File: config.mk
export PLATFORM = sky130hd
export DESIGN_NAME = rco_refclk_top
export DESIGN_NICKNAME = d
export VERILOG_FILES = /design/src/rco_pkg.sv /design/src/rco_divider.sv /design/src/rco_refclk_top.sv
export SDC_FILE = /design/constraint.sdc
export NUM_CORES = 1
export LEC_CHECK = 0
export CAP_MARGIN = 20
export CORE_ASPECT_RATIO = 0.75
export CORE_MARGIN = 2
export CORE_UTILIZATION = 56
export DETAILED_ROUTE_END_ITERATION = 16
export DONT_BUFFER_PORTS = 1
export GPL_ROUTABILITY_DRIVEN = 0
export PLACE_DENSITY_LB_ADDON = 0.1
export SYNTH_ARGS = -nofsm -noshare
export SYNTH_HDL_FRONTEND = slang
export SYNTH_SLANG_ARGS = --single-unit
File: constraint.sdc
create_clock -name i_ref_clk -period 2.3 [get_ports i_ref_clk]
set_clock_uncertainty 0.05 [all_clocks]
set_input_delay 0 -clock i_ref_clk [delete_from_list [all_inputs] [get_ports i_ref_clk]]
set_output_delay 0 -clock i_ref_clk [all_outputs]
set_load 0.005 [all_outputs]
File: src/rco_pkg.sv
// constants and types for the reference clock output block
// Notes on behaviour
// RQ1: the block runs only from the system clock tick, whatever the oscillator mode.
// RQ2: the block works only while its block enable bit is one.
// RQ3: the divided clock reaches the pin only when pin drive enable is also set.
// RQ4: a three-bit divide select picks one of eight division ratios.
// RQ5: a two-bit duty select sets the high time of the divided clock.
// RQ6: the edge limit bit switches pin slew limiting; clearing it removes limiting.
// RQ7: undivided ratio copies the source duty, but 0% duty still holds low.
// RQ8: at divide by two, 25% and 75% duty depend on the source waveform; the divider gives a fixed 50% for both.
// RQ9: any reset disables the block and returns all settings to defaults.
// RQ10: software programs divide, duty and slew before enabling the pin after reset.
// RQ11: in crystal oscillator modes the pin serves the oscillator; no clock output.
// RQ12: an enabled system-clock/4 output takes the pin before this block, except in crystal oscillator modes.
// RQ13: in sleep the block makes no edges because the system clock stops.
// RQ14: on entering sleep the output freezes at its level until wake.
// RQ15: duty codes: 11 is 75%, 10 is 50%, 01 is 25%, 00 holds low.
// RQ16: disabled or pin drive off: output held low and divider count cleared.
package rco_pkg;
    // register byte offsets
    localparam logic [3:0] RCO_CTRL_OFS = 4'h0;
    localparam logic [3:0] RCO_STAT_OFS = 4'h4;
    // control field positions
    localparam int RCO_EN_BIT = 7;
    localparam int RCO_OE_BIT = 6;
    localparam int RCO_SLR_BIT = 5;
    localparam int RCO_DC_LSB = 3;
    localparam int RCO_DIV_LSB = 0;
    // control reset value: edge limit on, duty 75%, undivided
    localparam logic [7:0] RCO_CTRL_RST = 8'h38;
    // status field positions
    localparam int RCO_ST_PIN_BIT = 0;
    localparam int RCO_ST_OE_BIT = 1;
    localparam int RCO_ST_BLOCKED_BIT = 2;
    localparam int RCO_ST_SLEEP_BIT = 3;
    // duty codes
    localparam logic [1:0] RCO_DUTY_0 = 2'h0;
    localparam logic [1:0] RCO_DUTY_25 = 2'h1;
    localparam logic [1:0] RCO_DUTY_50 = 2'h2;
    localparam logic [1:0] RCO_DUTY_75 = 2'h3;
    // oscillator modes that occupy the shared pin
    localparam logic [2:0] RCO_OSC_LOW_POWER_CRYSTAL = 3'h0;
    localparam logic [2:0] RCO_OSC_MEDIUM_CRYSTAL = 3'h1;
    localparam logic [2:0] RCO_OSC_HIGH_SPEED_CRYSTAL = 3'h2;

    typedef struct packed {
        logic refclk_block_enable;
        logic refclk_pin_drive_enable;
        logic refclk_edge_limit;
        logic [1:0] refclk_duty_select;
        logic [2:0] refclk_divide_select;
    } rco_ctrl_s;

    typedef struct packed {
        logic [2:0] osc_mode;
        logic sysclk_quarter_out_enable;
    } rco_cfg_s;
endpackage

File: src/rco_divider.sv
// programmable divider with duty selection for the reference clock
module rco_divider
    import rco_pkg::*;
#(
    parameter int unsigned SEL_W = 3
) (
    // clock and reset
    input wire logic i_clk,
    input wire logic i_rst_n,
    // control
    input wire logic i_run,
    input wire logic i_freeze,
    input wire logic i_src_tick,
    input wire logic [SEL_W-1:0] i_div_sel,
    input wire logic [1:0] i_duty,
    // divided waveform
    output logic o_wave
);
    localparam int unsigned CNT_W = (1 << SEL_W) - 1;

    generate
        if (SEL_W < 1 || SEL_W > 4) begin : g_bad
            $error("rco_divider: SEL_W must be 1 to 4");
        end
    endgenerate

    logic [CNT_W-1:0] cnt;
    logic [CNT_W-1:0] period_m1;
    logic [CNT_W:0] thr;
    logic [CNT_W+2:0] prod;
    logic [CNT_W-1:0] next_cnt;

    // period is 2 to the power of the select, in source ticks
    always_comb begin
        period_m1 = ~({CNT_W{1'b1}} << i_div_sel);
        prod = ({2'h0, 1'b0, period_m1} + (CNT_W+3)'(1)) * (CNT_W+3)'(i_duty);
        thr = prod[CNT_W+2:2];
        // RQ8 half-ratio quarter duty
        if (i_div_sel == SEL_W'(1) && i_duty[0]) begin
            thr = (CNT_W+1)'(1);
        end
        next_cnt = (cnt == period_m1) ? '0 : cnt + CNT_W'(1);
    end

    always_ff @(posedge i_clk or negedge i_rst_n) begin
        if (!i_rst_n) begin
            cnt <= '0;
            o_wave <= 1'b0;
        // RQ16 idle held low
        end else if (!i_run) begin
            cnt <= '0;
            o_wave <= 1'b0;
        // RQ14 freeze in sleep
        end else if (i_freeze) begin
            cnt <= cnt;
        // RQ7 undivided copies source
        end else if (i_div_sel == '0) begin
            cnt <= '0;
            o_wave <= (i_duty != RCO_DUTY_0) && i_src_tick;
        // RQ4 RQ5 RQ15 divide and duty
        end else if (i_src_tick) begin
            cnt <= next_cnt;
            o_wave <= ({1'b0, cnt} < thr);
        end
    end
endmodule

File: src/rco_refclk_top.sv
// reference clock output block with wishbone register access
module rco_refclk_top
    import rco_pkg::*;
(
    // clock and reset
    input wire logic i_ref_clk,
    input wire logic i_rstn,
    // system clock tick and sleep, same clock domain
    input wire logic i_sys_clk_tick,
    input wire logic i_sleep,
    input wire logic i_sysclk_quarter_out,
    // configuration pins
    input wire rco_pkg::rco_cfg_s i_cfg,
    // wishbone slave
    input wire logic i_wb_cyc,
    input wire logic i_wb_stb,
    input wire logic i_wb_we,
    input wire logic [3:0] i_wb_adr,
    input wire logic [3:0] i_wb_sel,
    input wire logic [31:0] i_wb_dat,
    output logic [31:0] o_wb_dat,
    output logic o_wb_ack,
    // shared output pin
    output logic o_refclk_out_pin,
    output logic o_refclk_out_oe,
    output logic o_refclk_edge_limit
);
    import rco_pkg::*;

    logic rst_meta;
    logic rst_n;
    rco_cfg_s cfg_meta;
    rco_cfg_s cfg;
    rco_ctrl_s ctrl;
    logic wave;
    logic blocked;
    logic quarter_wins;
    logic run;
    logic wb_req;
    logic next_pin;
    logic next_oe;

    // reset release through two flops
    always_ff @(posedge i_ref_clk or negedge i_rstn) begin
        if (!i_rstn) begin
            rst_meta <= 1'b0;
            rst_n <= 1'b0;
        end else begin
            rst_meta <= 1'b1;
            rst_n <= rst_meta;
        end
    end

    // configuration pin synchroniser
    always_ff @(posedge i_ref_clk or negedge rst_n) begin
        if (!rst_n) begin
            cfg_meta <= '0;
            cfg <= '0;
        end else begin
            cfg_meta <= i_cfg;
            cfg <= cfg_meta;
        end
    end

    // RQ11 crystal modes own pin
    assign blocked = (cfg.osc_mode == RCO_OSC_LOW_POWER_CRYSTAL)
                  || (cfg.osc_mode == RCO_OSC_MEDIUM_CRYSTAL)
                  || (cfg.osc_mode == RCO_OSC_HIGH_SPEED_CRYSTAL);
    assign quarter_wins = !blocked && cfg.sysclk_quarter_out_enable;
    // RQ2 RQ3 enable gating
    assign run = ctrl.refclk_block_enable && ctrl.refclk_pin_drive_enable;

    // RQ1 RQ13 source is the system tick
    rco_divider #(
        .SEL_W(3)
    ) u_div (
        .i_clk(i_ref_clk),
        .i_rst_n(rst_n),
        .i_run(run),
        .i_freeze(i_sleep),
        .i_src_tick(i_sys_clk_tick),
        .i_div_sel(ctrl.refclk_divide_select),
        .i_duty(ctrl.refclk_duty_select),
        .o_wave(wave)
    );

    // pin selection by priority
    always_comb begin
        if (blocked) begin
            next_pin = 1'b0;
            next_oe = 1'b0;
        // RQ12 quarter output first
        end else if (quarter_wins) begin
            next_pin = i_sysclk_quarter_out;
            next_oe = 1'b1;
        end else begin
            next_pin = wave && run;
            next_oe = run;
        end
    end

    // RQ14 pin holds during sleep
    always_ff @(posedge i_ref_clk or negedge rst_n) begin
        if (!rst_n) begin
            o_refclk_out_pin <= 1'b0;
            o_refclk_out_oe <= 1'b0;
        end else if (!i_sleep) begin
            o_refclk_out_pin <= next_pin;
            o_refclk_out_oe <= next_oe;
        end
    end

    // RQ6 slew limit follows bit
    always_ff @(posedge i_ref_clk or negedge rst_n) begin
        if (!rst_n) begin
            o_refclk_edge_limit <= RCO_CTRL_RST[RCO_SLR_BIT];
        end else begin
            o_refclk_edge_limit <= ctrl.refclk_edge_limit;
        end
    end

    assign wb_req = i_wb_cyc && i_wb_stb && !o_wb_ack;

    // RQ9 reset restores defaults
    always_ff @(posedge i_ref_clk or negedge rst_n) begin
        if (!rst_n) begin
            ctrl <= rco_ctrl_s'(RCO_CTRL_RST);
        end else if (wb_req && i_wb_we && i_wb_sel[0] && i_wb_adr == RCO_CTRL_OFS) begin
            ctrl <= rco_ctrl_s'(i_wb_dat[7:0]);
        end
    end

    // bus answer one cycle after request
    always_ff @(posedge i_ref_clk or negedge rst_n) begin
        if (!rst_n) begin
            o_wb_ack <= 1'b0;
            o_wb_dat <= 32'h0;
        end else begin
            o_wb_ack <= wb_req;
            o_wb_dat <= 32'h0;
            if (wb_req && !i_wb_we) begin
                unique case (i_wb_adr)
                    RCO_CTRL_OFS: o_wb_dat <= {24'h0, ctrl};
                    RCO_STAT_OFS: begin
                        o_wb_dat[RCO_ST_PIN_BIT] <= o_refclk_out_pin;
                        o_wb_dat[RCO_ST_OE_BIT] <= o_refclk_out_oe;
                        o_wb_dat[RCO_ST_BLOCKED_BIT] <= blocked || quarter_wins;
                        o_wb_dat[RCO_ST_SLEEP_BIT] <= i_sleep;
                    end
                    default: o_wb_dat <= 32'h0;
                endcase
            end
        end
    end
endmodule

==> results.cfg, run 1 <==
[layout]
nNetsFinal = 387
n_antenna_cell = 0
stdcell_count = 376
syn_to_final_growth_pct = 26.3
drive_gt1_share_pct = 26.8
final_util_pct = 74.8
final_area_um2 = 3090

[power_and_ir_drop]
finalPower_uw = 1470
p_leak_uw = 0.00141
powerDensity_nw_per_um2 = 475
ir_drop_v = 0.000420

[yosys]
synth_area_um2 = 2450
async_flop_share_pct = 100
synth_edf_count = 0
ys_types = 51
post_synth.cell_area_avg_um2 = 9.20
ys_seq_area_share_pct = 39.1
synth_cells = 266
ys_warn_count = 0
ys.flop_type = dfrtp_1
ys_ff_latch = 38

[setup_path]
rr_endpoint = u_div.o_wave
slowest_stage = dfrtp_2
cp.required_ps = 2430
reg2reg_slack_ps = -1040
crit_family = compound AO/OA/AOI/OAI gates
r2r_start = ctrl[2]
worstPathCellList = nor3_4 -> inv_2 -> ha_4 -> and2_4 -> buf_6 -> fa_2 -> a21o_1 -> a21oi_2 -> o21bai_1 -> a21oi_1 -> xnor2_1 -> nand2_1 -> ha_4 -> o2111ai_2 -> a21oi_2 -> a211oi_2 -> o21a_1
cp.arrival_ps = 3470
worst_setup_path_end_kind = flop
r2r_cells = 17
cp.depth = 17
critPathBufInv = 2
startpoint_type = flop
slowest_delay_ps = 450
cp_max_fo = 4
path_class = reg -> reg

[global_route]
antenna_found_initial = 0
grt_max_degree = 26
grt_usage_pct = 27.0
grt_overflow = 0
grt_first_pass_wirelength_um = 9990
grt_pass1_vias = 2046

[place]
hpwl_um = 4050
placed_cell_area_um2 = 2660
pre_cts_slack_ps = -1150
dp_cells = 344
numPortBuffers = 0

[route]
drt_iter0_drc = 151
wl_per_cell_um = 16.4
viasPerCell = 5.62
drc = 0
vias = 2113
ant_nets = 0
wirelength_um = 6160
drtPass1Iterations = 6

[hold_path]
whs_path_depth = 3
hold_class = in -> reg
worstHoldEndpoint = u_div.o_wave
holdCritStartpoint = i_sleep

[die]
start_util_pct = 59.3
row_count = 20
pin_count = 88
dieArea_um2 = 4920
die_h_um = 61.3
dieWidth_um = 80.3
core_um2 = 4130

[sta]
setup_viol = 5
finalCritPeriodShare_pct = 145
rsz0062_at_grt = true
fmax_mhz = 299
finalWorstSetupSlack_ps = -1040
drv_slew = 0
slew_headroom_pct = 59.2
hold_violations = 0
min_period_ps = 3340
worst_slew_pin_slew_ps = 608

[clock_network]
htreeDepth = 2
clkTransAtPathRegs_ps = 80
cts-root-buf = clkbuf_8
clock_latency_ps = 290
cts.sinks = 38
cts_buffers = 5
clockBufferDepth = 2
cts_tree = built

[run_status]
status = finished with violations
violations = negative setup slack

[run]
max_cap_viol_count = 0
-- registers in the layout, summed over array words and instances, names as in the netlist --
signal               cells
ctrl                     8
o_refclk_out_oe          1
cfg_meta                 4
o_wb_ack                 1
o_wb_dat                 8
o_refclk_out_pin         1
u_div.cnt                7
cfg                      4
o_refclk_edge_limit      1
rst_n                    1
rst_meta                 1
u_div.o_wave             1
-- stage by stage --
stage	setup TNS [ps]	hold WS, ps
2_1_floorplan	-1070	-346
3_3_place_gp	-1060	-346
3_5_place_dp	-1150	-346
4_1_cts	-1070	3.30
5_1_grt	-1530	20.0
6_report	-1070	11.8
-- worst max path at each step --
stage,from,to,slack [ps]
global route,ctrl[2],u_div.o_wave,-1190
floorplan,ctrl[0],u_div.o_wave,-1070
CTS,ctrl[1],u_div.o_wave,-1070
global placement,ctrl[1],u_div.o_wave,-1060
detailed placement,ctrl[2],u_div.o_wave,-1150
finish,ctrl[2],u_div.o_wave,-1040
-- where the power goes --
group          switching [µW]  internal, µW  total, µW  leakage, µW
clock network             238           214        452    0.0000452
logic                     151           143        294     0.000881
registers                26.5           697        724     0.000483
-- cell usage in the layout (no fill, tap or decap), drive strengths merged, types with 5 or more instances in the layout --
master,count
nand3,13
and2,11
nor3,5
dfrtp,34
buf,36
dlygate4sd3,22
nor2,23
ha,14
a21oi,13
clkbuf,6
xnor2,7
inv,10
nand2,25
conb,25
mux2,7
o21ai,8
-- metal layers --
layer / vias to the layer above / global-route usage [%] / routed length (µm)
li1: 1002 / - / -
met4: 0 / 6.54 / 107
met3: 18 / 5.13 / 403
met2: 96 / 47.1 / 2970
met1: 997 / 35.7 / 2680
met5: - / 0 / 0
-- synthesized netlist by cell type (2+ instances only) --
master    count  area share [%]
dfrtp_1      34              35
buf_4        27             8.3
nand2_1      25             3.8
nor2_1       23             3.5
ha_1         14             7.2
a21oi_1      13             2.7
nand3_1      13             2.7
and2_1       11             2.8
inv_1         9             1.4
mux2_2        7             3.2
xnor2_1       7             2.5
clkbuf_1      5            0.77
o21ai_0       5             1.0
and3_1        4             1.0
dfstp_2       4             4.3
mux2i_1       4             1.6
nand4_1       4             1.0
nor3_1        4            0.82
nor4_1        4             1.0
o211ai_1      4             1.2
a211oi_1      3            0.92
a41oi_1       3             1.1
o21ai_1       3            0.61
or2_2         3            0.77
a21o_1        2            0.61
a31oi_1       2            0.51
buf_6         2            0.92
conb_1        2            0.31
nand2b_1      2            0.51
o31ai_1       2            0.61
-- cell type report --
type                       count  area, µm²
sequential                    38        958
fill                         288       1040
multi-input combinational    207       1440
tap                           55       68.8
timing repair buffer          58        502
clock inverter                 2       13.8
inverter                      10       37.5
clock buffer                   6       72.6
-- worst reg2reg max path, stage by stage, from the launching register on --
cell and delay, ps:
dfrtp_2 450, nor3_4 200, inv_2 70, ha_4 210, and2_4 140, buf_6 110
fa_2 380, a21o_1 180, a21oi_2 150, o21bai_1 90, a21oi_1 160, xnor2_1 150
nand2_1 120, ha_4 290, o2111ai_2 100, a21oi_2 140, a211oi_2 50, o21a_1 170
-- logic make-up after synthesis --
family	Yosys count	synth area share (%)
and+or+nand+nor	98	19.5
AOI/OAI and AO/OA	49	13.7
DFF	38	39.1
xor gates and xnor gates	8	2.86
other	2	0.307
muxes	11	4.86
adders and majority gates	15	7.98
buffers and inverters	45	11.7
-- timing repair --
action,in CTS,in global routing
hold buffers,22,0
gates resized for setup,10,15
buffers inserted,1,0
hold endpoints to repair,28,0
pin swaps,12,10
cloned,0,1
setup endpoints to repair,1,8
Power figures use the tool's default switching activity.
==> inputs of run 2 (changes only) <==
- HOLD_SLACK_MARGIN: unset -> 0.05
==> results.cfg, run 2 (synthesis gave the netlist of run 1 again) <==
[run_status]
status = finished with violations
violations = negative setup slack

[layout]
final_cell_mix = buf_4, dfrtp_1, nand2_1, conb_1, dlygate4sd3_1
syn_to_final_growth_pct = 27.0
n_fill_cell = 283
nNetsFinal = 389
final_common_cell = buf_4
multi_input_area_um2 = 1440
reg.largest.list = ctrl x8, o_wb_dat x8, u_div.cnt x7
stdcell_count = 378
seq_area_um2 = 958
n_antenna_cell = 0
drive_gt1_share_pct = 27.2

[route]
vias = 2115
wirelength_um = 6170
drc = 0
viasPerCell = 5.60
ant_nets = 0
drt_iter0_drc = 113
drtPass1Iterations = 5
wl_per_cell_um = 16.3

[clock_network]
clock_latency_ps = 290
cts_buffers = 5
clockBufferDepth = 2
htreeDepth = 2
cts.sinks = 38
cts-root-buf = clkbuf_8
cts_tree = built
clkTransAtPathRegs_ps = 80

[die]
dieWidth_um = 80.3
dieArea_um2 = 4920
row_count = 20
start_util_pct = 59.3
pin_count = 88
core_um2 = 4130
die_h_um = 61.3

[sta]
min_period_ps = 3340
finalCritPeriodShare_pct = 145
drv_slew = 0
setup_viol = 2
fmax_mhz = 299
finalWorstSetupSlack_ps = -1040
slew_headroom_pct = 59.7
worst_slew_pin_slew_ps = 600
tns_ps = -1050
hold_violations = 0
rsz0062_at_grt = true

[place]
hpwl_um = 4050
numPortBuffers = 0
dp_cells = 344

[power_and_ir_drop]
finalPower_uw = 1480
p_leak_uw = 0.00141
powerDensity_nw_per_um2 = 475
ir_drop_v = 0.000421

[setup_path]
startpoint_type = flop
path_class = reg -> reg
worst_setup_path_end_kind = flop
cp.arrival_ps = 3470
cp_max_fo = 4
cp.required_ps = 2430

[global_route]
grt_pass1_vias = 2045
grt_max_degree = 26
grt_first_pass_wirelength_um = 9980
antenna_found_initial = 0
grt_usage_pct = 27.0
grt_overflow = 0

[run]
max_cap_viol_count = 0

[hold_path]
hold_class = in -> reg
[run 2: metrics by stage]
stage	setup slack [ps]	util, %	hold slack (ps)	cell area [µm²]
2_1_floorplan	-1070	-	-346	2580
3_3_place_gp	-1060	64.4	-346	2660
3_5_place_dp	-1150	64.4	-346	2660
4_1_cts	-1070	73.4	56.4	3030
5_1_grt	-1190	75.3	72.7	3110
6_report	-1040	75.3	87.4	3110
[run 2: metal layers]
| metal | track usage [%] | vias to the layer above | routed length [µm] |
|---|---|---|---|
| li1 | - | 1002 | - |
| met1 | 35.6 | 994 | 2750 |
| met2 | 47.1 | 107 | 2950 |
| met3 | 4.99 | 12 | 367 |
| met4 | 6.54 | 0 | 89 |
| met5 | 0 | - | 0 |
[run 2: repair_timing]
item	CTS	global route
buffers inserted	1	1
gates resized for setup	10	15
hold buffers	23	0
gates cloned	0	1
pin swaps	12	10
hold endpoints to repair	28	0
endpoints found under the setup margin	1	10
[run 2: worst paths after layout]
path,start,slack [ps],cells past startpoint,endpoint
worst max-delay path,ctrl[2],-1040,17,u_div.o_wave
worst min-delay path,i_sys_clk_tick,90,3,u_div.cnt[0]
min in group asynchronous,rst_n,150,0,o_wb_dat[5]
max in group asynchronous,rst_n,1340,1,u_div.cnt[6]
worst max register to register,ctrl[2],-1040,17,u_div.o_wave
worst min register to register,rst_n,150,0,o_wb_dat[5]
[run 2: area by class of cell]
| class | count | share of cell area (%) |
|---|---|---|
| Clock buffer | 6 | 2.33 |
| Clock inverter | 2 | 0.443 |
| Tap cell | 55 | 2.21 |
| Timing Repair Buffer | 60 | 16.7 |
| Multi-Input combinational cell | 207 | 46.3 |
| Sequential cell | 38 | 30.8 |
| Inverter | 10 | 1.21 |
[run 2: critical path: stages (launching register included)]
cell	delay, ps
dfrtp_2	450
nor3_4	200
inv_2	70
ha_4	210
and2_4	140
buf_6	110
fa_2	380
a21o_1	180
a21oi_2	150
o21bai_1	90
a21oi_1	160
xnor2_1	150
nand2_1	120
ha_4	290
o2111ai_2	100
a21oi_2	140
a211oi_2	50
o21a_1	170
[run 2: report_power, final]
group          switching (µW)  internal (µW)
clock network             244            214
registers                26.6            697
logic                     152            143
total                     422           1050
